<file path="config.mk">
export PLATFORM = sky130hd
export DESIGN_NAME = pcgu_top
export DESIGN_NICKNAME = d
export VERILOG_FILES = /design/src/hw/pcgu_pkg.sv /design/src/hw/pcgu_enc_if.sv /design/src/hw/pcgu_enc_div.sv /design/src/hw/pcgu_top.sv
export SDC_FILE = /design/constraint.sdc
export NUM_CORES = 2
export LEC_CHECK = 0
export BUFFER_PORTS_ARGS = -buffer_cell sky130_fd_sc_hd__buf_2
export CORE_ASPECT_RATIO = 0.5
export CORE_MARGIN = 2
export CORE_UTILIZATION = 27
export DETAILED_ROUTE_END_ITERATION = 10
export PLACE_DENSITY_LB_ADDON = 0.05
export SLEW_MARGIN = 15
export SYNTH_ARGS = -nofsm -noshare
export SYNTH_HDL_FRONTEND = slang
export SYNTH_SLANG_ARGS = --single-unit
</file>
<file path="constraint.sdc">
create_clock -name pclk -period 9.2 [get_ports pclk]
set_input_delay 0 -clock pclk [delete_from_list [all_inputs] [get_ports pclk]]
set_output_delay 0 -clock pclk [all_outputs]
set_load 0.01 [all_outputs]
</file>
<file path="src/hw/pcgu_pkg.sv">
// Purpose: constants, offsets and helpers of the pulse command gear unit
// Assumes: 32-bit APB data, one aligned word per register
// Notes: quadrature helper is shared by command and encoder decoders
package pcgu_pkg;
  // register byte offsets
  localparam logic [7:0] OFS_CTRL = 8'h00;
  localparam logic [7:0] OFS_PPR = 8'h04;
  localparam logic [7:0] OFS_NUM1 = 8'h08;
  localparam logic [7:0] OFS_NUM2 = 8'h0C;
  localparam logic [7:0] OFS_NUM3 = 8'h10;
  localparam logic [7:0] OFS_NUM4 = 8'h14;
  localparam logic [7:0] OFS_DEN = 8'h18;
  localparam logic [7:0] OFS_DIVNUM = 8'h1C;
  localparam logic [7:0] OFS_DIVDEN = 8'h20;
  localparam logic [7:0] OFS_TORQ = 8'h24;
  localparam logic [7:0] OFS_OVF = 8'h28;
  localparam logic [7:0] OFS_STAT = 8'h2C;
  localparam logic [7:0] OFS_ERR = 8'h30;
  localparam logic [7:0] OFS_TGT = 8'h34;
  // control field positions
  localparam int CTRL_SEL = 0;
  localparam int CTRL_INV = 1;
  localparam int CTRL_MTH = 2;
  localparam int CTRL_PHB = 4;
  localparam int CTRL_CLR = 8;
  // reset values
  localparam logic [1:0] RST_METHOD = 2'h1;
  localparam logic [20:0] RST_PPR = 21'h002710;
  localparam logic [30:0] RST_NUM = 31'h00000000;
  localparam logic [30:0] RST_DEN = 31'h00002710;
  localparam logic [18:0] RST_DIVNUM = 19'h009C4;
  localparam logic [30:0] RST_DIVDEN = 31'h00000000;
  localparam logic [8:0] RST_TORQ = 9'h1F4;
  localparam logic [8:0] TORQ_MAX = 9'h1F4;
  localparam logic [27:0] RST_OVF = 28'h00186A0;
  // counting methods
  typedef enum logic [1:0] {
    M_QUAD_A = 2'h0,
    M_CW_CCW = 2'h1,
    M_QUAD_B = 2'h2,
    M_PLS_DIR = 2'h3
  } pcgu_method_type;

  // {step, reverse} from two samples of a quadrature pair
  function automatic logic [1:0] quad_step(input logic [1:0] prv, input logic [1:0] cur);
    logic one_bit;
    one_bit = (prv[0] ^ cur[0]) ^ (prv[1] ^ cur[1]);
    return {one_bit, one_bit & ~(prv[1] ^ cur[0])};
  endfunction : quad_step
endpackage : pcgu_pkg

</file>
<file path="src/hw/pcgu_enc_if.sv">
// Purpose: carrier between top and encoder divider
// Assumes: single clock domain
// Notes: top drives steps and settings, divider drives phases
`timescale 1ns/1ps
interface pcgu_enc_if;
  logic step;
  logic rev;
  logic [18:0] div_num;
  logic [30:0] div_den;
  logic [1:0] phb_sel;
  logic out_a;
  logic out_b;
  modport top (output step, rev, div_num, div_den, phb_sel, input out_a, out_b);
  modport div (input step, rev, div_num, div_den, phb_sel, output out_a, out_b);
endinterface : pcgu_enc_if

</file>
<file path="src/hw/pcgu_enc_div.sv">
// Purpose: divides encoder steps into a quadrature pulse output
// Assumes: encoder steps arrive at most one per clock
// Notes: remainder accumulator, one output step per clock at most
`timescale 1ns/1ps
module pcgu_enc_div #(
  parameter logic [30:0] ENC_RES = 31'h00020000
) (
  input wire logic pclk,
  input wire logic presetn,
  pcgu_enc_if.div eif
);
  logic signed [33:0] acc_ff;
  logic [1:0] st_ff;
  logic a_ff;
  logic b_ff;
  logic signed [33:0] den;
  logic signed [33:0] add;
  logic fwd;
  logic bwd;

  // denominator falls back to encoder resolution when zero
  always_comb begin
    den = $signed({3'h0, (eif.div_den == 31'h0) ? ENC_RES : eif.div_den});
    add = eif.step ? (eif.rev ? -$signed({15'h0, eif.div_num}) : $signed({15'h0, eif.div_num}))
                   : 34'sh0;
    fwd = acc_ff >= den;
    bwd = acc_ff <= -den;
  end

  // remainder accumulator and output phase counter
  always_ff @(posedge pclk or negedge presetn) begin
    if (!presetn) begin
      acc_ff <= 34'sh0;
      st_ff <= 2'h0;
    end else begin
      acc_ff <= acc_ff + add - (fwd ? den : 34'sh0) + (bwd ? den : 34'sh0);
      if (fwd) begin
        st_ff <= st_ff + 2'h1;
      end else if (bwd) begin
        st_ff <= st_ff - 2'h1;
      end
    end
  end

  // registered phases, phase b optionally inverted, codes 2 and 3 plain
  always_ff @(posedge pclk or negedge presetn) begin
    if (!presetn) begin
      a_ff <= 1'b0;
      b_ff <= 1'b0;
    end else begin
      a_ff <= st_ff[1];
      b_ff <= (st_ff[1] ^ st_ff[0]) ^ (eif.phb_sel == 2'h1);
    end
  end
  assign eif.out_a = a_ff;
  assign eif.out_b = b_ff;

  phase_b_a: assert property (@(posedge pclk) disable iff (!presetn)
    ##1 b_ff == ($past(st_ff[1] ^ st_ff[0]) ^ ($past(eif.phb_sel) == 2'h1)))
    else $error("phase b polarity wrong");
  div_step_a: assert property (@(posedge pclk) disable iff (!presetn)
    (st_ff != $past(st_ff)) |-> $past(fwd | bwd))
    else $error("divider stepped without carry");
  div_cov_c: cover property (@(posedge pclk) disable iff (!presetn) fwd ##1 fwd);
endmodule : pcgu_enc_div

</file>
<file path="src/hw/pcgu_top.sv">
// Purpose: command pulse decode, electronic gear, error watch, encoder divide
// Assumes: pins synchronous to pclk, APB slave with zero wait states
// Notes: gear output is one encoder unit per clock from a remainder
// Functional notes
// - select pulse/sign pair or line-driver pair
// - optionally reverse direction of every command pulse
// - four counting methods, default code one
// - nonzero pulses-per-rev sets pulses per revolution
// - zero pulses-per-rev uses numerator over denominator
// - two gear-select inputs choose one of four numerators
// - gear ratio multiplies command pulses
// - encoder output divided by numerator over denominator, resolution when zero
// - encoder sourced output, phase b polarity selectable
// - torque limit percent, 0 to 500, default 500
// - hold overflow level, compare error against it
`timescale 1ns/1ps
module pcgu_top #(
  parameter logic [30:0] ENC_RES = 31'h00020000
) (
  input wire logic pclk,
  input wire logic presetn,
  input wire logic psel,
  input wire logic penable,
  input wire logic pwrite,
  input wire logic [7:0] paddr,
  input wire logic [31:0] pwdata,
  output logic [31:0] prdata,
  output logic pready,
  output logic pslverr,
  input wire logic pulse_input_pair,
  input wire logic sign_input_pair,
  input wire logic cw_line_input,
  input wire logic ccw_line_input,
  input wire logic gear_select_bit0,
  input wire logic gear_select_bit1,
  input wire logic enc_a,
  input wire logic enc_b,
  output logic enc_out_a,
  output logic enc_out_b,
  output logic [8:0] first_torque_limit,
  output logic overflow_alarm
);
  pcgu_enc_if eif ();

  logic pulse_input_select_ff;
  logic pulse_direction_invert_ff;
  logic [1:0] pulse_count_method_ff;
  logic [1:0] encoder_out_phase_b_invert_ff;
  logic [20:0] gear_pulses_per_rev_ff;
  logic [30:0] gear_num_ff [4];
  logic [30:0] gear_denominator_ff;
  logic [18:0] divider_numerator_ff;
  logic [30:0] divider_denominator_ff;
  logic [8:0] torque_ff;
  logic [27:0] position_error_overflow_level_ff;
  logic [31:0] prdata_ff;
  logic slverr_ff;
  logic [1:0] cmd_prev_ff;
  logic [1:0] enc_prev_ff;
  logic signed [39:0] pending_ff;
  logic signed [31:0] target_ff;
  logic signed [31:0] enc_pos_ff;
  logic alarm_ff;
  logic [1:0] cmd_raw;
  logic [1:0] cmd_q;
  logic [1:0] enc_q;
  logic raw_step;
  logic raw_rev;
  logic cmd_step;
  logic cmd_rev;
  logic [1:0] num_idx;
  logic [30:0] eff_num;
  logic [30:0] eff_den;
  logic signed [39:0] sden;
  logic signed [39:0] add;
  logic g_up;
  logic g_dn;
  logic signed [31:0] pos_err;
  logic [31:0] err_mag;
  logic over;
  logic wr_en;
  logic rd_setup;
  logic clr_req;
  logic mapped;
  logic [31:0] rd_val;

  // address decode, true for every implemented offset
  function automatic logic is_mapped(input logic [7:0] a);
    return (a[1:0] == 2'h0) && (a <= pcgu_pkg::OFS_TGT);
  endfunction : is_mapped

  // magnitude of a signed error
  function automatic logic [31:0] mag(input logic signed [31:0] v);
    return v[31] ? 32'(-v) : 32'(v);
  endfunction : mag

  // apb strobes: write at access edge, read data latched at setup
  assign wr_en = psel & penable & pwrite & mapped;
  assign rd_setup = psel & ~penable & ~pwrite;
  assign mapped = is_mapped(paddr);
  assign clr_req = wr_en && (paddr == pcgu_pkg::OFS_CTRL) && pwdata[pcgu_pkg::CTRL_CLR];
  assign pready = 1'b1;
  assign prdata = prdata_ff;
  assign pslverr = slverr_ff & psel & penable;

  // control register and gear settings
  always_ff @(posedge pclk or negedge presetn) begin
    if (!presetn) begin
      pulse_input_select_ff <= 1'b0;
      pulse_direction_invert_ff <= 1'b0;
      pulse_count_method_ff <= pcgu_pkg::RST_METHOD;
      encoder_out_phase_b_invert_ff <= 2'h0;
      gear_pulses_per_rev_ff <= pcgu_pkg::RST_PPR;
      gear_denominator_ff <= pcgu_pkg::RST_DEN;
      for (int i = 0; i < 4; i++) begin
        gear_num_ff[i] <= pcgu_pkg::RST_NUM;
      end
    end else if (wr_en) begin
      case (paddr)
        pcgu_pkg::OFS_CTRL: begin
          pulse_input_select_ff <= pwdata[pcgu_pkg::CTRL_SEL];
          pulse_direction_invert_ff <= pwdata[pcgu_pkg::CTRL_INV];
          pulse_count_method_ff <= pwdata[pcgu_pkg::CTRL_MTH +: 2];
          encoder_out_phase_b_invert_ff <= pwdata[pcgu_pkg::CTRL_PHB +: 2];
        end
        pcgu_pkg::OFS_PPR: gear_pulses_per_rev_ff <= pwdata[20:0];
        pcgu_pkg::OFS_NUM1: gear_num_ff[0] <= pwdata[30:0];
        pcgu_pkg::OFS_NUM2: gear_num_ff[1] <= pwdata[30:0];
        pcgu_pkg::OFS_NUM3: gear_num_ff[2] <= pwdata[30:0];
        pcgu_pkg::OFS_NUM4: gear_num_ff[3] <= pwdata[30:0];
        pcgu_pkg::OFS_DEN: gear_denominator_ff <= pwdata[30:0];
        default: begin
        end
      endcase
    end
  end

  // divider, torque and overflow settings
  always_ff @(posedge pclk or negedge presetn) begin
    if (!presetn) begin
      divider_numerator_ff <= pcgu_pkg::RST_DIVNUM;
      divider_denominator_ff <= pcgu_pkg::RST_DIVDEN;
      torque_ff <= pcgu_pkg::RST_TORQ;
      position_error_overflow_level_ff <= pcgu_pkg::RST_OVF;
    end else if (wr_en) begin
      case (paddr)
        pcgu_pkg::OFS_DIVNUM: divider_numerator_ff <= pwdata[18:0];
        pcgu_pkg::OFS_DIVDEN: divider_denominator_ff <= pwdata[30:0];
        pcgu_pkg::OFS_TORQ: begin
          torque_ff <= (pwdata[31:0] > 32'(pcgu_pkg::TORQ_MAX)) ? pcgu_pkg::TORQ_MAX
                       : pwdata[8:0];
        end
        pcgu_pkg::OFS_OVF: position_error_overflow_level_ff <= pwdata[27:0];
        default: begin
        end
      endcase
    end
  end

  // read mux
  always_comb begin
    rd_val = 32'h0;
    case (paddr)
      pcgu_pkg::OFS_CTRL: begin
        rd_val = {26'h0, encoder_out_phase_b_invert_ff, pulse_count_method_ff,
                  pulse_direction_invert_ff, pulse_input_select_ff};
      end
      pcgu_pkg::OFS_PPR: rd_val = {11'h0, gear_pulses_per_rev_ff};
      pcgu_pkg::OFS_NUM1: rd_val = {1'b0, gear_num_ff[0]};
      pcgu_pkg::OFS_NUM2: rd_val = {1'b0, gear_num_ff[1]};
      pcgu_pkg::OFS_NUM3: rd_val = {1'b0, gear_num_ff[2]};
      pcgu_pkg::OFS_NUM4: rd_val = {1'b0, gear_num_ff[3]};
      pcgu_pkg::OFS_DEN: rd_val = {1'b0, gear_denominator_ff};
      pcgu_pkg::OFS_DIVNUM: rd_val = {13'h0, divider_numerator_ff};
      pcgu_pkg::OFS_DIVDEN: rd_val = {1'b0, divider_denominator_ff};
      pcgu_pkg::OFS_TORQ: rd_val = {23'h0, torque_ff};
      pcgu_pkg::OFS_OVF: rd_val = {4'h0, position_error_overflow_level_ff};
      pcgu_pkg::OFS_STAT: rd_val = {28'h0, num_idx, gear_pulses_per_rev_ff == 21'h0, alarm_ff};
      pcgu_pkg::OFS_ERR: rd_val = pos_err;
      pcgu_pkg::OFS_TGT: rd_val = target_ff;
      default: rd_val = 32'h0;
    endcase
  end

  // read data and error flag captured in the setup cycle
  always_ff @(posedge pclk or negedge presetn) begin
    if (!presetn) begin
      prdata_ff <= 32'h0;
      slverr_ff <= 1'b0;
    end else if (psel & ~penable) begin
      prdata_ff <= rd_setup ? rd_val : 32'h0;
      slverr_ff <= ~mapped;
    end
  end

  // pin pair selection and command decode
  always_comb begin
    cmd_raw = pulse_input_select_ff ? {cw_line_input, ccw_line_input}
                                    : {pulse_input_pair, sign_input_pair};
    cmd_q = pcgu_pkg::quad_step(cmd_prev_ff, cmd_raw);
    raw_step = 1'b0;
    raw_rev = 1'b0;
    case (pcgu_pkg::pcgu_method_type'(pulse_count_method_ff))
      pcgu_pkg::M_QUAD_A, pcgu_pkg::M_QUAD_B: begin
        raw_step = cmd_q[1];
        raw_rev = cmd_q[0];
      end
      pcgu_pkg::M_CW_CCW: begin
        raw_step = (cmd_raw[1] & ~cmd_prev_ff[1]) ^ (cmd_raw[0] & ~cmd_prev_ff[0]);
        raw_rev = cmd_raw[0] & ~cmd_prev_ff[0];
      end
      pcgu_pkg::M_PLS_DIR: begin
        raw_step = cmd_raw[1] & ~cmd_prev_ff[1];
        raw_rev = cmd_raw[0];
      end
      default: begin
        raw_step = 1'b0;
        raw_rev = 1'b0;
      end
    endcase
    cmd_step = raw_step & ~alarm_ff;
    cmd_rev = raw_rev ^ pulse_direction_invert_ff;
  end

  // previous pin samples for edge detection
  always_ff @(posedge pclk or negedge presetn) begin
    if (!presetn) begin
      cmd_prev_ff <= 2'h0;
      enc_prev_ff <= 2'h0;
    end else begin
      cmd_prev_ff <= cmd_raw;
      enc_prev_ff <= {enc_a, enc_b};
    end
  end

  // gear: numerator pick and ratio selection
  always_comb begin
    num_idx = {gear_select_bit1, gear_select_bit0};
    if (gear_pulses_per_rev_ff != 21'h0) begin
      eff_num = ENC_RES;
      eff_den = {10'h0, gear_pulses_per_rev_ff};
    end else begin
      eff_num = gear_num_ff[num_idx];
      eff_den = (gear_denominator_ff == 31'h0) ? 31'h1 : gear_denominator_ff;
    end
    sden = $signed({9'h0, eff_den});
    add = cmd_step ? (cmd_rev ? -$signed({9'h0, eff_num}) : $signed({9'h0, eff_num}))
                   : 40'sh0;
    g_up = pending_ff >= sden;
    g_dn = pending_ff <= -sden;
  end

  // remainder accumulator feeding one encoder unit per clock into target
  always_ff @(posedge pclk or negedge presetn) begin
    if (!presetn) begin
      pending_ff <= 40'sh0;
      target_ff <= 32'sh0;
    end else begin
      pending_ff <= pending_ff + add - (g_up ? sden : 40'sh0) + (g_dn ? sden : 40'sh0);
      if (g_up) begin
        target_ff <= target_ff + 32'sh1;
      end else if (g_dn) begin
        target_ff <= target_ff - 32'sh1;
      end
    end
  end

  // encoder feedback position
  assign enc_q = pcgu_pkg::quad_step(enc_prev_ff, {enc_a, enc_b});
  always_ff @(posedge pclk or negedge presetn) begin
    if (!presetn) begin
      enc_pos_ff <= 32'sh0;
    end else if (enc_q[1]) begin
      enc_pos_ff <= enc_q[0] ? enc_pos_ff - 32'sh1 : enc_pos_ff + 32'sh1;
    end
  end

  // error watch against overflow level
  assign pos_err = target_ff - enc_pos_ff;
  assign err_mag = mag(pos_err);
  assign over = err_mag > {4'h0, position_error_overflow_level_ff};

  // sticky alarm, a new overflow wins over a clear
  always_ff @(posedge pclk or negedge presetn) begin
    if (!presetn) begin
      alarm_ff <= 1'b0;
    end else if (over) begin
      alarm_ff <= 1'b1;
    end else if (clr_req) begin
      alarm_ff <= 1'b0;
    end
  end

  // encoder divider hookup
  assign eif.step = enc_q[1];
  assign eif.rev = enc_q[0];
  assign eif.div_num = divider_numerator_ff;
  assign eif.div_den = divider_denominator_ff;
  assign eif.phb_sel = encoder_out_phase_b_invert_ff;
  pcgu_enc_div #(.ENC_RES(ENC_RES)) u_div (
    .pclk(pclk),
    .presetn(presetn),
    .eif(eif)
  );
  assign enc_out_a = eif.out_a;
  assign enc_out_b = eif.out_b;
  assign first_torque_limit = torque_ff;
  assign overflow_alarm = alarm_ff;

  src_sel_a: assert property (@(posedge pclk) disable iff (!presetn)
    (pulse_input_select_ff && $stable(cw_line_input) && $stable(ccw_line_input)
     && $stable(pulse_input_select_ff)) |-> !raw_step)
    else $error("line pair idle yet step seen");
  dir_inv_a: assert property (@(posedge pclk) disable iff (!presetn)
    (cmd_step && pulse_count_method_ff == 2'h3)
     |-> (cmd_rev == (cmd_raw[0] ^ pulse_direction_invert_ff)))
    else $error("direction not inverted as set");
  method_rst_a: assert property (@(posedge pclk)
    $rose(presetn) |-> pulse_count_method_ff == 2'h1)
    else $error("count method default wrong");
  gear_num_a: assert property (@(posedge pclk) disable iff (!presetn)
    (gear_pulses_per_rev_ff == 21'h0)
     |-> eff_num == gear_num_ff[{gear_select_bit1, gear_select_bit0}])
    else $error("wrong numerator chosen");
  gear_ppr_a: assert property (@(posedge pclk) disable iff (!presetn)
    (gear_pulses_per_rev_ff != 21'h0) |-> (eff_num == ENC_RES
     && eff_den == {10'h0, gear_pulses_per_rev_ff}))
    else $error("per-rev gear not applied");
  gear_out_a: assert property (@(posedge pclk) disable iff (!presetn)
    g_up |=> target_ff == $past(target_ff) + 32'sh1)
    else $error("gear carry lost");
  torque_max_a: assert property (@(posedge pclk) disable iff (!presetn)
    first_torque_limit <= 9'h1F4)
    else $error("torque limit above range");
  alarm_set_a: assert property (@(posedge pclk) disable iff (!presetn)
    over |=> overflow_alarm)
    else $error("overflow did not alarm");
  alarm_hold_a: assert property (@(posedge pclk) disable iff (!presetn)
    (overflow_alarm && !clr_req) |=> overflow_alarm ##0 (add == 40'sh0))
    else $error("alarm dropped or command followed");
  apb_err_a: assert property (@(posedge pclk) disable iff (!presetn)
    (psel && !penable && !mapped) |=> (psel && penable) |-> pslverr)
    else $error("unmapped access not flagged");
  cmd_cov_c: cover property (@(posedge pclk) disable iff (!presetn) cmd_step ##1 g_up);
  alarm_cov_c: cover property (@(posedge pclk) disable iff (!presetn)
    overflow_alarm ##1 clr_req ##1 !overflow_alarm);
  ratio_cov_c: cover property (@(posedge pclk) disable iff (!presetn)
    cmd_step && gear_pulses_per_rev_ff == 21'h0 && num_idx == 2'h3);
endmodule : pcgu_top

</file>
---- After elaboration in Yosys (flattened, before gate mapping) ----
Cells that the tools add are included.
storage, ports and cells
  register bits ........................... 449
  latch bits .............................. 0
  memory bits (writable) .................. 0
  ROM bits ................................ 0
  input port bits ......................... 53
  output and inout bits ................... 46
  word-level logic and storage cells ...... 156
  memories ................................ 0
operators by class
  $add $sub $neg .......................... 18
  $mul .................................... 0
  div/mod/pow operators ................... 0
  magnitude comparators ................... 8
  equal/unequal tests ..................... 17
  shifts and indexed selects .............. 0
  muxes and demuxes ....................... 29
  bitwise operators ....................... 33
  reduce and logical (&&, ||, !) cells .... 25
operators with widths
  kind                                                count
  case mux 32 bit (14 select lines)                   1
  two-way mux 31 bit                                  10
  two-way mux 32 bit                                  5
  two-way mux 40 bit                                  2
  negation 31 -> 40 bit                               2
  adder 34 bit                                        2
  two-way mux 34 bit                                  2
  adder 32 x 2 -> 32 bit, second input constant       2
  subtractor 32 x 2 -> 32 bit, second input constant  2
  binary-select mux 31 bit (select 2 bit)             1
  zero test 31 bit                                    2
  == test 8 x 6 -> 1 bit, second input constant       6
  adder 40 x 32 -> 40 bit                             1
  adder 40 bit                                        1
  greater-or-equal comparator 40 x 32 -> 1 bit        1
  less-or-equal comparator 40 bit                     1
  subtractor 40 x 32 -> 40 bit                        1
  greater-or-equal comparator 34 x 32 -> 1 bit        1
  less-or-equal comparator 34 bit                     1
  negation 19 -> 34 bit                               1
  negation 31 -> 34 bit                               1
  subtractor 34 bit                                   1
  == test 8 x 5 -> 1 bit, second input constant       4
  greater-than comparator 32 x 28 -> 1 bit            1
  other kinds (27)                                    78

---- Depth between registers and ports, before layout ----
  depth in word-level cells ............... 11
  gate-level depth with buffers ........... 44
  gate-level depth less buffers ........... 40

---- Cells and area by module ----
A second synthesis with hierarchy kept.
second synthesis, totals
  cell total of the unflattened synthesis .. 4275
  area total of the unflattened synthesis .. 38968.6 µm²
modules (own cells, without submodules)
  module        instances  cells an instance  area an instance (µm²)  sequential area each (µm²)
  pcgu_top      1          3359               31517.7                 10319.9
  pcgu_enc_div  1          916                7450.9                  950.9

---- Worst setup path before layout ----
Ideal clock, no wire load.
  path type ............................... register to register
  from .................................... register gear_denominator_ff[25]
  to ...................................... register pending_ff[39]
  setup time .............................. 124 ps
  data arrival time ....................... 9028 ps
  data required time ...................... 9076 ps
  setup slack ............................. 48 ps
  cell stages (with the launch flop) ...... 43
  path buffers ............................ 4
  clock period less this slack ............ 9152 ps
  path through ............................ dfrtp_1 > or4_4 > or4_4 > or3_1 > and2_1 > buf_6 > clkbuf_1 > a21o_1 > inv_1 > ha_1 > nand4_2 > or3_4 > nor2_4 > and4b_1 > buf_2 > nand3_1 > o21ai_0 > a22oi_1 > (+7 left out) > o21ai_0 > clkbuf_1 > nand2_1 > fa_1 > inv_1 > ha_1 > fa_1 > a21o_1 > a31oi_1 > a32o_1 > o2bb2ai_1 > o221ai_1 > o31a_1 > o31ai_1 > a221oi_1 > o21ai_0 > a21oi_1 > xnor2_1
between the ends
  cells in the longest elaborated chain, start to end .. 7
  elaborated cells on any way between the ends .. 10
  classes of those cells .................. add/sub: 3; order compare: 2; mux: 4; reduce/logical: 1
RTL lines
  item                                                                                   line                              text
  start: declaration                                                                     pcgu_top.sv:51                    logic [30:0] gear_denominator_ff;
  start signal: assignment                                                               pcgu_top.sv:114                   gear_denominator_ff <= pcgu_pkg::RST_DEN;
  start signal: assignment                                                               pcgu_top.sv:131                   pcgu_pkg::OFS_DEN: gear_denominator_ff <= pwdata[30:0];
  zero test 31 bit                                                                       pcgu_top.sv:244                   eff_den = (gear_denominator_ff == 31'h0) ? 31'h1 : gear_denominator_ff;
  two-way mux 31 bit *                                                                   pcgu_top.sv:244
  two-way mux 31 bit *                                                                   pcgu_top.sv:239                   if (gear_pulses_per_rev_ff != 21'h0) begin
  greater-or-equal comparator 40 x 32 -> 1 bit or negation 31 -> 40 bit (tied branches)  pcgu_top.sv:249, pcgu_top.sv:250
  two-way mux 31 bit or less-or-equal comparator 40 bit (tied branches)                  pcgu_top.sv:259, pcgu_top.sv:250
  subtractor 40 x 32 -> 40 bit or two-way mux 31 bit (tied branches)                     pcgu_top.sv:259                   pending_ff <= pending_ff + add - (g_up ? sden : 40'sh0) + (g_dn ? sden : 40'sh0);
  adder 40 x 32 -> 40 bit *                                                              pcgu_top.sv:259
  end signal: assignment                                                                 pcgu_top.sv:259
  end: declaration                                                                       pcgu_top.sv:60                    logic signed [39:0] pending_ff;
Mark *: on every way between the ends. The rest lies on a longest branch, timed or not.
A chain may end at the register's enable or synchronous reset.

---- Worst setup path in the final report ----
  from .................................... register gear_denominator_ff[25]
  to ...................................... register pending_ff[37]
The elaborated chain is that of the path after synthesis.

==> run metrics <==
via count 33095; TritonCTS clock tree built; Post-Synthesis Cells 4184; cell count after placement 6288; Reg clk slew, reported paths 0.08 ns; main flop type after synthesis dfrtp_1; Mean Syn Cell Area 9.16 sq um; f_max 114 MHz; Root Driver clkbuf_16; final worst path period need 8.78 ns; vias per std cell 5.14; row count 97; fill count 14603; Synth Register Bits 449; switching part of the total 48.0%; worst r2r path cells 39; GR Util All Layers 21.4%; die area 145000 sq um; Worst Hold Class in -> reg; Leak 0.0215 uW; Power Density 485 nW/um^2; Max-cap violations 0; nets@finish 5049; final hold violations 0; critical hold path startpoint enc_b; WP buf/inv 6; Syn. warnings 0; part of the power in registers 13.9%; Core Region 140000 sq um; reg2reg start gear_denominator_ff[25]$_DFFE_PN0P_; layout cells sized above 1 19.0%; Tcrit/Tclk final 95.5%; Worst Path Required 9.78 ns; DRC violations left 0; VDD IR max 366 uV; detailed placement HPWL 123000 um; Comb power frac 75.1%; Cell variety after synth 95; crit-path max cell delay 0.54 ns; first-pass detailed-route iteration total 5; DIE HEIGHT 270 um; area occupied by multi-input gates 25300 sq um; RR Endpoint pending_ff[37]$_DFF_PN0_; I/O pins 99; Switch Pwr 10600 uW; Cell Area, Synth 38300 sq um; initial antenna violation count 9; vias in the first global route 33658; DRT iter0 DRCs 2283; ys async rst share 100%; total power 22100 uW; first-pass GRT wire length 231000 um; Clock Latency Late Sink 0.65 ns; Max Transition Viols Final 0; status complete, no violations; clock skew 0.0404 ns; WL per Instance 24.3 um; Register Area 11300 sq um; CTS sink cnt 449; Finished Layout Cells 6441; largest net degree at the start of global routing 153; P&R area growth vs syn 18.9%; Crit Path Max Fanout 4; clock network power share 11.0%; Register-to-Register Setup Slack 0.42 ns; # setup viols final 0; clock tree buffer depth 3; cell family with most CP delay compound AO/OA/AOI/OAI gates; Die W 537 um; Worst Max-Slew Pin Slew 1.33 ns; slowest cell on the critical path or4_4; max-slew headroom at the worst pin 11.0%; initial core utilization 27.3%; Crit Path Class reg -> reg; Overflow after GRT 0; Worst Hold Endpoint enc_prev_ff[0]$_DFF_PN0_; register area share after synthesis 29.4%; final WL 157000 um; Crit. End Element flop; P_int 11500 uW; GPL Wtd Cong 0.848; Setup crit start kind flop; WP data arrival 9.36 ns; Post-synth EDFFs 0; total CTS buffers 52; hold path depth 2; # port buffers 97; level count of the clock H-tree 2; ANT nets after route 0
[repair_timing]
action,4_1_cts,5_1_grt
buffers inserted,2,4
endpoints found under the setup margin,7,11
pin swaps,7,15
resized for setup,16,37
hold buffers,50,0
endpoints found under the hold margin,364,0
[layer usage]
layer / global-route usage [%] / vias up / routed length [um]
li1: - / 15637 / -
met1: 34.2 / 16703 / 83900
met3: 2.85 / 117 / 7500
met4: 3.62 / 2 / 2560
met2: 30.3 / 636 / 62600
met5: 0 / - / 11
[cell families (layout without fill, tap and decap cells)]
logic type	count (synthesis)	in the layout	share of synthesized area (%)
adders and majority gates	479	479	18.1
other	2	9	0.0196
DFF	449	449	29.4
xor gates and xnor gates	251	251	5.74
buffers and inverters	569	938	5.70
and+or+nand+nor	1091	1091	13.9
muxes	263	263	8.63
AOI/OAI and AO/OA	1080	1080	18.5
[sequential cells by signal, summed over array words and instances, names as in the netlist, 9 cells and up]
register                          flops
gear_num_ff                         124
pending_ff                           40
u_div.acc_ff                         34
enc_pos_ff                           32
prdata                               32
target_ff                            32
divider_denominator_ff               31
gear_denominator_ff                  31
position_error_overflow_level_ff     28
gear_pulses_per_rev_ff               21
divider_numerator_ff                 19
first_torque_limit                    9
[layout by cell type (no fill, tap or decap), types with 77 or more instances in the layout]
| master | Yosys | layout |
|---|---|---|
| a21o_1 | 125 | 125 |
| a21oi_1 | 251 | 249 |
| buf_2 | 3 | 96 |
| buf_4 | 2 | 286 |
| dfrtp_1 | 421 | 421 |
| fa_1 | 127 | 126 |
| ha_1 | 352 | 350 |
| inv_1 | 398 | 397 |
| mux2_2 | 228 | 227 |
| nand2_1 | 319 | 317 |
| nand3_1 | 93 | 93 |
| nor2_1 | 263 | 252 |
| o21ai_0 | 240 | 235 |
| xnor2_1 | 173 | 170 |
| xor2_1 | 78 | 77 |
[cell usage after synthesis (13+ instances only)]
cell type | instances | share of area [%]
a211oi_1 | 16 | 0.31
a21o_1 | 125 | 2.4
a21oi_1 | 251 | 3.3
a221oi_1 | 48 | 1.1
a22o_1 | 47 | 1.1
a22oi_1 | 70 | 1.4
a31oi_1 | 53 | 0.87
and2_1 | 24 | 0.39
and3_1 | 32 | 0.52
buf_1 | 13 | 0.13
clkbuf_1 | 139 | 1.4
dfrtp_1 | 421 | 27
dfstp_2 | 28 | 1.9
fa_1 | 127 | 6.6
ha_1 | 352 | 11
inv_1 | 398 | 3.9
mux2_2 | 228 | 6.7
mux4_2 | 31 | 1.8
nand2_1 | 319 | 3.1
nand2b_1 | 45 | 0.73
nand3_1 | 93 | 1.2
nand4_1 | 57 | 0.93
nor2_1 | 263 | 2.6
nor2b_1 | 40 | 0.65
nor3_1 | 82 | 1.1
nor4_1 | 26 | 0.42
o211ai_1 | 20 | 0.39
o21a_1 | 51 | 1.0
o21ai_0 | 240 | 3.1
o21bai_1 | 21 | 0.41
o31ai_1 | 26 | 0.51
or2_2 | 19 | 0.31
or3_1 | 31 | 0.51
xnor2_1 | 173 | 4.0
xor2_1 | 78 | 1.8
[per-stage QoR]
stage | hold WS, ns | area (sq um) | TNS, ns | setup slack, ns | utilization (%)
5_1_grt | 0.0675 | 45500 | -0.00825 | -0.00825 | 32.4
3_3_place_gp | 0.0766 | 42900 | -0.897 | -0.238 | 30.5
3_5_place_dp | 0.0693 | 42900 | -1.15 | -0.298 | 30.5
4_1_cts | 0.0197 | 45300 | 0 | 0.0211 | 32.3
2_1_floorplan | -0.296 | 38300 | 0 | 0.0476 | -
6_report | 0.0741 | 45500 | 0 | 0.418 | 32.4
[power by group through the flow]
| stage | sequential [uW] | combinational (uW) | clock [uW] |
|---|---|---|---|
| finish | 3080 | 16600 | 2430 |
| global route | 3140 | 18800 | 2580 |
| CTS | 3080 | 16600 | 2500 |
| detailed placement | 3110 | 16400 | 0 |
| global placement | 3120 | 16300 | 0 |
| floorplan | 2810 | 11700 | 0 |
[worst max-delay path by stage]
stage / from / end / depth (start not counted)
3_3_place_gp: gear_denominator_ff[25]$_DFFE_PN0P_ / pending_ff[39]$_DFF_PN0_ / 39
3_5_place_dp: gear_denominator_ff[25]$_DFFE_PN0P_ / pending_ff[38]$_DFF_PN0_ / 39
6_report: gear_denominator_ff[25]$_DFFE_PN0P_ / pending_ff[37]$_DFF_PN0_ / 39
2_1_floorplan: gear_denominator_ff[25]$_DFFE_PN0P_ / pending_ff[39]$_DFF_PN0_ / 42
4_1_cts: gear_denominator_ff[25]$_DFFE_PN0P_ / pending_ff[38]$_DFF_PN0_ / 40
5_1_grt: gear_denominator_ff[25]$_DFFE_PN0P_ / pending_ff[39]$_DFF_PN0_ / 42
[layout make-up]
| type | count | share of cell area [%] |
|---|---|---|
| multi-input combinational | 3172 | 55.5 |
| sequential | 449 | 24.7 |
| timing repair buffer | 441 | 7.21 |
| tap | 1881 | 5.17 |
| inverter | 401 | 3.30 |
| clock buffer | 73 | 3.30 |
| clock inverter | 23 | 0.824 |
| antenna | 1 | 0.00549 |
Note: power is estimated with default switching activity, not from simulation.
